--- config.mk ---
export PLATFORM = sky130hd
export DESIGN_NAME = sbc_std_bus_interface
export DESIGN_NICKNAME = d
export VERILOG_FILES = /design/src/sbc_pkg.sv /design/src/sbc_time_if.sv /design/src/sbc_std_bus_interface.sv /design/src/sbc_timebase.sv
export VERILOG_INCLUDE_DIRS = /design/src
export SDC_FILE = /design/constraint.sdc
export NUM_CORES = 1
export LEC_CHECK = 0
export ABC_AREA = 1
export BUFFER_PORTS_ARGS = -buffer_cell sky130_fd_sc_hd__buf_2
export CAP_MARGIN = 20
export CORE_MARGIN = 1.5
export CORE_UTILIZATION = 40
export DETAILED_ROUTE_END_ITERATION = 8
export PLACE_DENSITY = 0.74
export REMOVE_ABC_BUFFERS = 1
export SYNTH_ARGS = -nofsm -noshare
export SYNTH_HDL_FRONTEND = slang
export SYNTH_SLANG_ARGS = --single-unit
--- constraint.sdc ---
create_clock -name clk -period 3.5 [get_ports clk]
set_clock_uncertainty 0.15 [all_clocks]
set_input_delay 0.35 -clock clk [delete_from_list [all_inputs] [get_ports clk]]
set_output_delay 0.35 -clock clk [all_outputs]
set_load 0.01 [all_outputs]
--- src/sbc_params.svh ---
// Constants for the backplane processor interface: timing counts,
// wait-state counts and address fill values. Definitions only.
`ifndef SBC_PARAMS_SVH
`define SBC_PARAMS_SVH

`define SBC_CLK_PERIOD_NS 20
`define SBC_RESET_WIDTH_NS 2000
`define SBC_RESET_CYCLES ((`SBC_RESET_WIDTH_NS + `SBC_CLK_PERIOD_NS - 1) / `SBC_CLK_PERIOD_NS)
`define SBC_IO_WAITS 2'h1
`define SBC_INTA_WAITS 2'h2
`define SBC_NO_WAITS 2'h0
`define SBC_FILL_HIGH 8'h00
`define SBC_REF_LOW_MSB 6
`define SBC_REF_TOP_BIT 7

`endif

--- src/sbc_pkg.sv ---
// Types shared by the backplane processor interface modules.
// Assumes nothing of its surroundings.
package sbc_pkg;
	typedef enum logic [2:0] {
		SBC_FETCH,
		SBC_MEM_RD,
		SBC_MEM_WR,
		SBC_IO_RD,
		SBC_IO_WR,
		SBC_INT_ACK
	} sbc_kind_e;

	typedef enum logic [2:0] {
		SBC_IDLE,
		SBC_T1,
		SBC_T2,
		SBC_TW,
		SBC_T3,
		SBC_T4,
		SBC_GRANT
	} sbc_state_e;
endpackage

--- src/sbc_time_if.sv ---
// Timebase bundle: time-state enable, clock pin level, system reset level.
// Driven by the timebase, read by the bus engine.
`timescale 1ns/1ns
interface sbc_time_if;
	logic tsEn;
	logic clockOut_n;
	logic sysReset_n;
	modport src(output tsEn, clockOut_n, sysReset_n);
	modport snk(input tsEn, clockOut_n, sysReset_n);
endinterface

--- src/sbc_std_bus_interface.sv ---
// Backplane interface of an 8-bit processor card: runs machine cycles on the
// backplane pins, floats them for DMA, makes refresh, sync and reset.
// Assumes backplane inputs are synchronous to clk; pins resolved outside.
`timescale 1ns/1ns
`include "sbc_params.svh"
module sbc_std_bus_interface import sbc_pkg::*; #(
	parameter int RESET_CYCLES = `SBC_RESET_CYCLES
) (
	input wire logic clk,
	input wire logic reset_n,
	input wire logic reqValid,
	input wire sbc_kind_e reqKind,
	input wire logic [15:0] reqAddr,
	input wire logic [7:0] reqData,
	output logic reqReady,
	output logic respValid,
	output logic [7:0] respData,
	input wire logic onboardSel,
	input wire logic [7:0] onboardData,
	input wire logic refLoad,
	input wire logic [7:0] refValue,
	input wire logic useExtClk,
	input wire logic extClk_n,
	input wire logic pbReset_n,
	input wire logic [7:0] dataIn,
	output logic [7:0] dataOut,
	output logic dataOe_n,
	output logic [15:0] addrOut,
	output logic addrOe_n,
	output logic memReq_n,
	output logic ioReq_n,
	output logic rd_n,
	output logic wr_n,
	output logic refreshCycleFlag_n,
	output logic mcSync_n,
	output logic opcodeFetchCycleFlag_n,
	output logic intAck_n,
	output logic ctrlOe_n,
	output logic memExp_n,
	output logic ioExp_n,
	input wire logic busReq_n,
	output logic busAck_n,
	input wire logic waitRq_n,
	output logic sysReset_n,
	output logic clockOut_n,
	input wire logic priChainIn,
	output logic priChainOut
);
	sbc_time_if tm();

	sbc_timebase #(
		.RESET_CYCLES(RESET_CYCLES)
	) u_timebase (
		.clk(clk),
		.reset_n(reset_n),
		.pbReset_n(pbReset_n),
		.extClk_n(extClk_n),
		.useExtClk(useExtClk),
		.tm(tm)
	);

	sbc_state_e state;
	sbc_state_e next_state;
	sbc_kind_e kind;
	sbc_kind_e next_kind;
	logic [15:0] addr;
	logic [15:0] next_addr;
	logic [7:0] wdata;
	logic [7:0] next_wdata;
	logic onb;
	logic next_onb;
	logic pend;
	logic next_pend;
	logic [1:0] waitCnt;
	logic [1:0] next_waitCnt;
	logic [7:0] rdData;
	logic [7:0] next_rdData;
	logic [7:0] refCnt;
	logic [7:0] next_refCnt;
	logic next_respValid;
	logic next_reqReady;
	logic [1:0] autoW;
	logic [7:0] busData;
	logic accept;

	assign accept = reqValid && reqReady;
	assign busData = onb ? onboardData : dataIn;

	always_comb begin
		case (kind)
			SBC_IO_RD, SBC_IO_WR: autoW = `SBC_IO_WAITS;
			SBC_INT_ACK: autoW = `SBC_INTA_WAITS;
			default: autoW = `SBC_NO_WAITS;
		endcase
	end

	// Cycle engine; steps only on time-state boundaries
	always_comb begin
		next_state = state;
		next_kind = kind;
		next_addr = addr;
		next_wdata = wdata;
		next_onb = onb;
		next_pend = pend;
		next_waitCnt = waitCnt;
		next_rdData = rdData;
		next_refCnt = refCnt;
		next_respValid = 1'b0;
		if (accept) begin
			next_pend = 1'b1;
			next_kind = reqKind;
			next_addr = reqAddr;
			next_wdata = reqData;
			next_onb = onboardSel;
		end
		if (tm.tsEn) begin
			case (state)
				SBC_IDLE: begin
					// Grant only between machine cycles, so a halt is synchronous
					if (pend) begin
						next_state = SBC_T1;
					end else if (!busReq_n) begin
						next_state = SBC_GRANT;
					end
				end
				SBC_T1: begin
					next_state = SBC_T2;
				end
				SBC_T2: begin
					if (autoW != `SBC_NO_WAITS) begin
						next_state = SBC_TW;
						next_waitCnt = autoW;
					end else if (!waitRq_n) begin
						next_state = SBC_TW;
						next_waitCnt = `SBC_NO_WAITS;
					end else begin
						next_state = SBC_T3;
						next_rdData = busData;
					end
				end
				SBC_TW: begin
					// Last automatic wait also samples the wait request
					if (waitCnt > 2'h1) begin
						next_waitCnt = waitCnt - 2'h1;
					end else if (!waitRq_n) begin
						next_waitCnt = `SBC_NO_WAITS;
					end else begin
						next_state = SBC_T3;
						next_rdData = busData;
					end
				end
				SBC_T3: begin
					if (kind == SBC_FETCH) begin
						next_state = SBC_T4;
					end else begin
						next_state = SBC_IDLE;
						next_pend = 1'b0;
						next_respValid = 1'b1;
					end
				end
				SBC_T4: begin
					next_state = SBC_IDLE;
					next_pend = 1'b0;
					next_respValid = 1'b1;
					next_refCnt = {refCnt[`SBC_REF_TOP_BIT], refCnt[`SBC_REF_LOW_MSB:0] + 7'h01};
				end
				SBC_GRANT: begin
					if (busReq_n) begin
						next_state = SBC_IDLE;
					end
				end
				default: begin
					next_state = SBC_IDLE;
				end
			endcase
		end
		if (refLoad) begin
			next_refCnt = refValue;
		end
		if (!tm.sysReset_n) begin
			next_state = SBC_IDLE;
			next_pend = 1'b0;
		end
		// Holding off new work while DMA is asked lets the grant win the boundary
		next_reqReady = (next_state == SBC_IDLE) && !next_pend && busReq_n && tm.sysReset_n;
	end

	always_ff @(posedge clk or negedge reset_n) begin
		if (!reset_n) begin
			state <= SBC_IDLE;
			kind <= SBC_FETCH;
			addr <= 16'h0000;
			wdata <= 8'h00;
			onb <= 1'b0;
			pend <= 1'b0;
			waitCnt <= 2'h0;
			rdData <= 8'h00;
			refCnt <= 8'h00;
			respValid <= 1'b0;
			reqReady <= 1'b0;
		end else begin
			state <= next_state;
			kind <= next_kind;
			addr <= next_addr;
			wdata <= next_wdata;
			onb <= next_onb;
			pend <= next_pend;
			waitCnt <= next_waitCnt;
			rdData <= next_rdData;
			refCnt <= next_refCnt;
			respValid <= next_respValid;
			reqReady <= next_reqReady;
		end
	end

	assign respData = rdData;

	// Pin group: decoded from next state so pins line up with the state
	logic pMem;
	logic pIo;
	logic pRd;
	logic pWr;
	logic pFetch;
	logic pRef;
	logic pDrive;
	logic pGrant;
	logic [15:0] pAddr;
	logic [7:0] pData;
	logic early;
	logic mid;
	logic inCyc;

	always_comb begin
		early = (next_state == SBC_T1) || (next_state == SBC_T2) || (next_state == SBC_TW);
		mid = (next_state == SBC_T2) || (next_state == SBC_TW) || (next_state == SBC_T3);
		inCyc = early || (next_state == SBC_T3) || (next_state == SBC_T4);
		pGrant = (next_state == SBC_GRANT);
		pFetch = ((next_kind == SBC_FETCH) || (next_kind == SBC_INT_ACK)) && early;
		pMem = ((next_kind == SBC_FETCH) || (next_kind == SBC_MEM_RD) || (next_kind == SBC_MEM_WR)) && inCyc;
		pIo = (((next_kind == SBC_IO_RD) || (next_kind == SBC_IO_WR)) && mid)
			|| ((next_kind == SBC_INT_ACK) && (next_state == SBC_TW));
		pRd = ((next_kind == SBC_FETCH) && early) || ((next_kind == SBC_MEM_RD) && inCyc)
			|| ((next_kind == SBC_IO_RD) && mid);
		pWr = ((next_kind == SBC_MEM_WR) || (next_kind == SBC_IO_WR)) && mid;
		pRef = (next_kind == SBC_FETCH) && ((next_state == SBC_T3) || (next_state == SBC_T4));
		if (pRef) begin
			pAddr = {`SBC_FILL_HIGH, refCnt};
		end else if ((next_kind == SBC_IO_RD) || (next_kind == SBC_IO_WR) || (next_kind == SBC_INT_ACK)) begin
			pAddr = {`SBC_FILL_HIGH, next_addr[7:0]};
		end else begin
			pAddr = next_addr;
		end
		// Onboard memory reads (fetch, memory read) are mirrored so an analyser on the backplane sees them
		pDrive = (((next_kind == SBC_MEM_WR) || (next_kind == SBC_IO_WR)) && inCyc)
			|| (pRd && pMem && next_onb);
		pData = pDrive && pRd ? onboardData : next_wdata;
	end

	always_ff @(posedge clk or negedge reset_n) begin
		if (!reset_n) begin
			dataOut <= 8'h00;
			dataOe_n <= 1'b1;
			addrOut <= 16'h0000;
			addrOe_n <= 1'b0;
			memReq_n <= 1'b1;
			ioReq_n <= 1'b1;
			rd_n <= 1'b1;
			wr_n <= 1'b1;
			refreshCycleFlag_n <= 1'b1;
			mcSync_n <= 1'b1;
			opcodeFetchCycleFlag_n <= 1'b1;
			intAck_n <= 1'b1;
			ctrlOe_n <= 1'b0;
			memExp_n <= 1'b0;
			ioExp_n <= 1'b0;
			busAck_n <= 1'b1;
		end else begin
			dataOut <= pData;
			dataOe_n <= !pDrive || pGrant;
			addrOut <= pAddr;
			addrOe_n <= pGrant;
			memReq_n <= !pMem;
			ioReq_n <= !pIo;
			rd_n <= !pRd;
			wr_n <= !pWr;
			refreshCycleFlag_n <= !pRef;
			mcSync_n <= !(pRd || pWr || (pFetch && pIo));
			opcodeFetchCycleFlag_n <= !pFetch;
			intAck_n <= !(pFetch && pIo);
			ctrlOe_n <= pGrant;
			memExp_n <= 1'b0;
			ioExp_n <= 1'b0;
			busAck_n <= !pGrant;
		end
	end

	assign sysReset_n = tm.sysReset_n;
	assign clockOut_n = tm.clockOut_n;
	// A plain wire through the card; no flop, so the chain adds no delay
	assign priChainOut = priChainIn;

	// Helper: wait states counted per machine cycle
	logic [1:0] twSeen;
	always_ff @(posedge clk or negedge reset_n) begin
		if (!reset_n) begin
			twSeen <= 2'h0;
		end else if (state == SBC_T1) begin
			twSeen <= 2'h0;
		end else if ((state == SBC_TW) && tm.tsEn && (twSeen != 2'h3)) begin
			twSeen <= twSeen + 2'h1;
		end
	end

	chk_onboard_mirror: assert property (@(posedge clk) disable iff (!reset_n)
		(!rd_n && !memReq_n && onb && ctrlOe_n == 1'b0) |-> !dataOe_n && dataOut == $past(onboardData))
		else $error("onboard read not driven on data bus");

	chk_data_float: assert property (@(posedge clk) disable iff (!reset_n)
		!busAck_n |-> dataOe_n)
		else $error("data driven during bus acknowledge");

	chk_addr_float: assert property (@(posedge clk) disable iff (!reset_n)
		$fell(busAck_n) |-> addrOe_n ##1 (addrOe_n || busAck_n))
		else $error("address driven during bus acknowledge");

	chk_ctrl_float: assert property (@(posedge clk) disable iff (!reset_n)
		!busAck_n |-> ctrlOe_n && !memExp_n && !ioExp_n)
		else $error("control not floated or expansion lines lost");

	chk_io_address: assert property (@(posedge clk) disable iff (!reset_n)
		(!ioReq_n && !ctrlOe_n) |-> addrOut[15:8] == `SBC_FILL_HIGH && addrOut[7:0] == addr[7:0])
		else $error("I/O port address not on low lines");

	chk_refresh_slot: assert property (@(posedge clk) disable iff (!reset_n)
		!refreshCycleFlag_n |-> kind == SBC_FETCH && (state == SBC_T3 || state == SBC_T4) && !memReq_n && rd_n)
		else $error("refresh outside T3/T4 of a fetch");

	chk_refresh_addr: assert property (@(posedge clk) disable iff (!reset_n)
		(!refreshCycleFlag_n && !$past(refLoad)) |-> addrOut[7:0] == refCnt)
		else $error("refresh address not from counter");

	chk_sync_pulse: assert property (@(posedge clk) disable iff (!reset_n)
		mcSync_n == (rd_n && wr_n && intAck_n))
		else $error("sync not formed from read, write, acknowledge");

	chk_fetch_flag: assert property (@(posedge clk) disable iff (!reset_n)
		(state == SBC_T1 && kind == SBC_FETCH) |-> !opcodeFetchCycleFlag_n && !memReq_n && !rd_n)
		else $error("opcode fetch flag missing");

	chk_ack_vector: assert property (@(posedge clk) disable iff (!reset_n)
		!intAck_n |-> !opcodeFetchCycleFlag_n && !ioReq_n && rd_n && memReq_n)
		else $error("acknowledge not fetch flag with I/O request");

	chk_grant_boundary: assert property (@(posedge clk) disable iff (!reset_n)
		$fell(busAck_n) |-> $past(state) == SBC_IDLE && !$past(busReq_n))
		else $error("bus granted inside a machine cycle");

	chk_auto_waits: assert property (@(posedge clk) disable iff (!reset_n)
		(state == SBC_T3 && $past(state) != SBC_T3) |-> twSeen >= autoW)
		else $error("automatic wait states missing");
endmodule

--- src/sbc_timebase.sv ---
// Time-state clock divider and system reset one-shot.
// Assumes clk is the oscillator; the external clock pin is synchronous to clk.
`timescale 1ns/1ns
`include "sbc_params.svh"
module sbc_timebase import sbc_pkg::*; #(
	parameter int RESET_CYCLES = `SBC_RESET_CYCLES
) (
	input wire logic clk,
	input wire logic reset_n,
	input wire logic pbReset_n,
	input wire logic extClk_n,
	input wire logic useExtClk,
	sbc_time_if.src tm
);
	localparam int CW = $clog2(RESET_CYCLES + 1);
	logic extPrev;
	logic next_extPrev;
	logic clkPin;
	logic next_clkPin;
	logic rstPin;
	logic next_rstPin;
	logic [CW-1:0] shot;
	logic [CW-1:0] next_shot;
	logic tick;

	always_comb begin
		// External source runs at twice the time-state rate, one tick per falling edge
		tick = useExtClk ? (extPrev && !extClk_n) : 1'b1;
		next_extPrev = extClk_n;
		next_clkPin = tick ? !clkPin : clkPin;
		next_shot = shot;
		if (!pbReset_n) begin
			next_shot = CW'(RESET_CYCLES);
		end else if (shot != '0) begin
			next_shot = shot - CW'(1);
		end
		next_rstPin = (next_shot == '0);
	end

	// Power-on loads the one-shot, so reset stays out for its full width
	always_ff @(posedge clk or negedge reset_n) begin
		if (!reset_n) begin
			extPrev <= 1'b1;
			clkPin <= 1'b1;
			shot <= CW'(RESET_CYCLES);
			rstPin <= 1'b0;
		end else begin
			extPrev <= next_extPrev;
			clkPin <= next_clkPin;
			shot <= next_shot;
			rstPin <= next_rstPin;
		end
	end

	assign tm.tsEn = tick && clkPin;
	assign tm.clockOut_n = clkPin;
	assign tm.sysReset_n = rstPin;

	chk_clock_half_rate: assert property (@(posedge clk) disable iff (!reset_n)
		!useExtClk |=> clkPin != $past(clkPin))
		else $error("time-state clock not half the oscillator rate");

	chk_pushbutton_reset: assert property (@(posedge clk) disable iff (!reset_n)
		!pbReset_n |=> !rstPin [*2])
		else $error("pushbutton did not hold system reset");
endmodule

==> impl_metrics.ini <==
[detailed_routing]
wirelength_um = 9830
vias_per_cell = 4.82
vias = 3703
first_iter_violations = 175
firstDrtPassIters = 4
antenna_left = 0
remaining_drc_errors = 0
drt-wirelength-per-cell_um = 12.8

[worst_setup_path]
startpoint_type = register
cp.required_ps = 3620
critical_path_class = register to register
worstPathArrival_ps = 2680
path_max_fanout = 20
cp-end-kind = register

[cells_and_area]
area_growth_pct = 20.2
drive_above_1_share_pct = 28.0
fillCellCount = 1026
multi_input_area_um2 = 1630
regArea_um2 = 2450
antenna_cells = 0
fin_util_pct = 49.0
fin_nets = 689

[placement]
port_buffers = 108
globalplace.congestion = 0.867
hpwl_um = 7320

[clock_network]
cts_root_buf = clkbuf_8
insertion_delay_ps = 370
clk_pin_slew_ps = 100
cts_tree = done
post_cts_resized = 0
cts_buffer_depth = 2
postCtsSetupBuffers = 0
cts_buffers = 9
cts_sinks = 97
h-tree-depth = 3

[yosys]
postSynthAreaPerCell_um2 = 8.57
netlist_area_um2 = 4400
synth_seq_cells = 97
synth_enable_flop_cells = 0
netlist_instances = 514
ys_async_sr_fraction_pct = 100
ys.flop_type = dfrtp_1
ys_seq_area_share_pct = 55.6
yosysWarnings = 0
synth.distinct_cells = 41

[global_route]
gr-total-overflow = 0
grt_use_total_pct = 17.9
grt_pass1_wl_um = 16100
grt_start_max_net_pins = 70
grt_pass1_vias = 3525
antenna_found_initial = 0

[timing]
worst_slew_pin_slew_ps = 836
setup_violations = 0
period_needed_ps = 2560
drv_slew = 0
relSlewSlack_pct = 44.2
rsz0062_at_grt = false
period_share_pct = 73.3
fmax_ghz = 0.390
hold_violations = 0
tns_ps = 0

[floorplanning]
start_util_pct = 40.8
coreArea_um2 = 10800
rows = 38
io_pins = 113
die_x_um = 108
fp.dieH_um = 108
die-area_um2 = 11600

[outcome]
outcome = complete, no violations

[flow_run]
cap_violations = 0

[power_and_ir_drop]
p_per_area_nw_per_um2 = 395
power_leakage_nw = 2.90
ir_worst_vdd_mv = 0.178

[worst_hold_path]
hp-class = input pin to register
## layer usage
layer	wire length, µm	track usage [%]	share of wire [%]
met1	4260	22.0	43
met2	4820	31.1	49
met3	533	2.60	5.4
met4	208	8.18	2.1
met5	0	0	0
## area by class of cell
class / count / share of cell area [%]
clock inverters: 7 / 1.49
clock buffers: 9 / 2.34
flip-flops and latches: 97 / 46.2
inverters: 63 / 4.56
repair buffers: 115 / 11.4
multi-input cells: 338 / 30.7
well taps: 140 / 3.31
## cell usage in the layout, fill, tap and decap left out, types with 3 or more instances in the layout
cell	count
nand2_1	174
buf_2	107
dfrtp_1	82
inv_1	59
o21ai_0	35
nor2_1	31
dfstp_2	15
nand3_1	14
o21ai_1	10
nand3_2	10
clkbuf_8	9
a21oi_1	8
nand4_1	8
nand2_2	8
buf_4	6
a31oi_1	4
nor4_1	4
nor3_1	3
inv_2	3
xor2_1	3
o211ai_1	3
ha_1	3
## logic make-up after synthesis
| logic type | Yosys count | synth area share (%) |
|---|---|---|
| xor+xnor | 5 | 0.995 |
| fa+ha+maj | 3 | 0.853 |
| compound gates | 69 | 9.04 |
| other cells | 1 | 0.0852 |
| buf+inv | 80 | 7.62 |
| flops | 97 | 55.6 |
| simple gates | 259 | 25.9 |
## cell usage after synthesis (4+ instances only)
master	count	share of area, %
nand2_2	8	1.1
nand4_1	8	1.1
nand3_2	10	2.3
buf_4	4	0.68
dfstp_2	15	9.0
nor4_1	4	0.57
dfrtp_1	82	47
nand3_1	14	1.6
o21ai_0	35	4.0
a21oi_1	8	0.91
o21ai_1	10	1.1
clkbuf_1	7	0.60
inv_1	59	5.0
nor2_1	31	2.6
a31oi_1	4	0.57
nand2_1	174	15
## report_power, final
part	switching, mW	internal (mW)	leakage (nW)	total, mW
logic	0.109	0.0687	1.54	0.178
registers	0.0184	1.15	1.27	1.17
clock network	0.405	0.337	0.0977	0.743
total	0.533	1.56	2.90	2.09
## worst paths after layout
| path | startpoint | end | slack, ps | cells after the start |
|---|---|---|---|---|
| max | reqReady$_DFF_PN0_ | addrOut[15]$_DFF_PN0_ | 940 | 11 |
| min | reqAddr[7] | addr[7]$_DFF_PN0_ | 40 | 3 |
| max reg2reg | reqReady$_DFF_PN0_ | addrOut[15]$_DFF_PN0_ | 940 | 11 |
| min reg2reg | wdata[7]$_DFF_PN0_ | wdata[7]$_DFF_PN0_ | 330 | 2 |
| max in group asynchronous | reset_n | u_timebase.extPrev$_DFF_PN1_ | 1980 | 3 |
| min in group asynchronous | reset_n | addr[6]$_DFF_PN0_ | 460 | 2 |
## flip-flops by register name, indices dropped and copies added (netlist names), 2 cells and up
register,flops
addrOut,16
addr,16
dataOut,8
refCnt,8
respData,8
wdata,8
u_timebase.shot,7
kind,3
state,3
waitCnt,2
## stage by stage
step	power, mW	cell area [µm²]	hold WS, ps	cells	setup WS [ps]
final	2.09	5290	44.9	769	935
after global routing	2.19	5290	32.3	769	632
after CTS	2.12	5290	23.0	769	897
after detailed placement	1.37	5070	313	751	833
after global placement	1.36	5070	310	751	913
after floorplan	1.27	4310	-95.6	498	1040
## repair_timing
item,CTS,global route
hold buffers,2,0
endpoints found under the hold margin,58,0
endpoints found under the setup margin,0,0
## critical path, stage by stage (launching register included)
cell and delay, ps:
dfrtp_1 400, nand2_2 340, buf_4 300, nand2_1 80, o21ai_2 100, inv_1 120, nor2_2 190, nand3_2 340
nand2_1 170, inv_1 130, nand2_1 80, inv_1 40
Power figures use the tool's default switching activity.
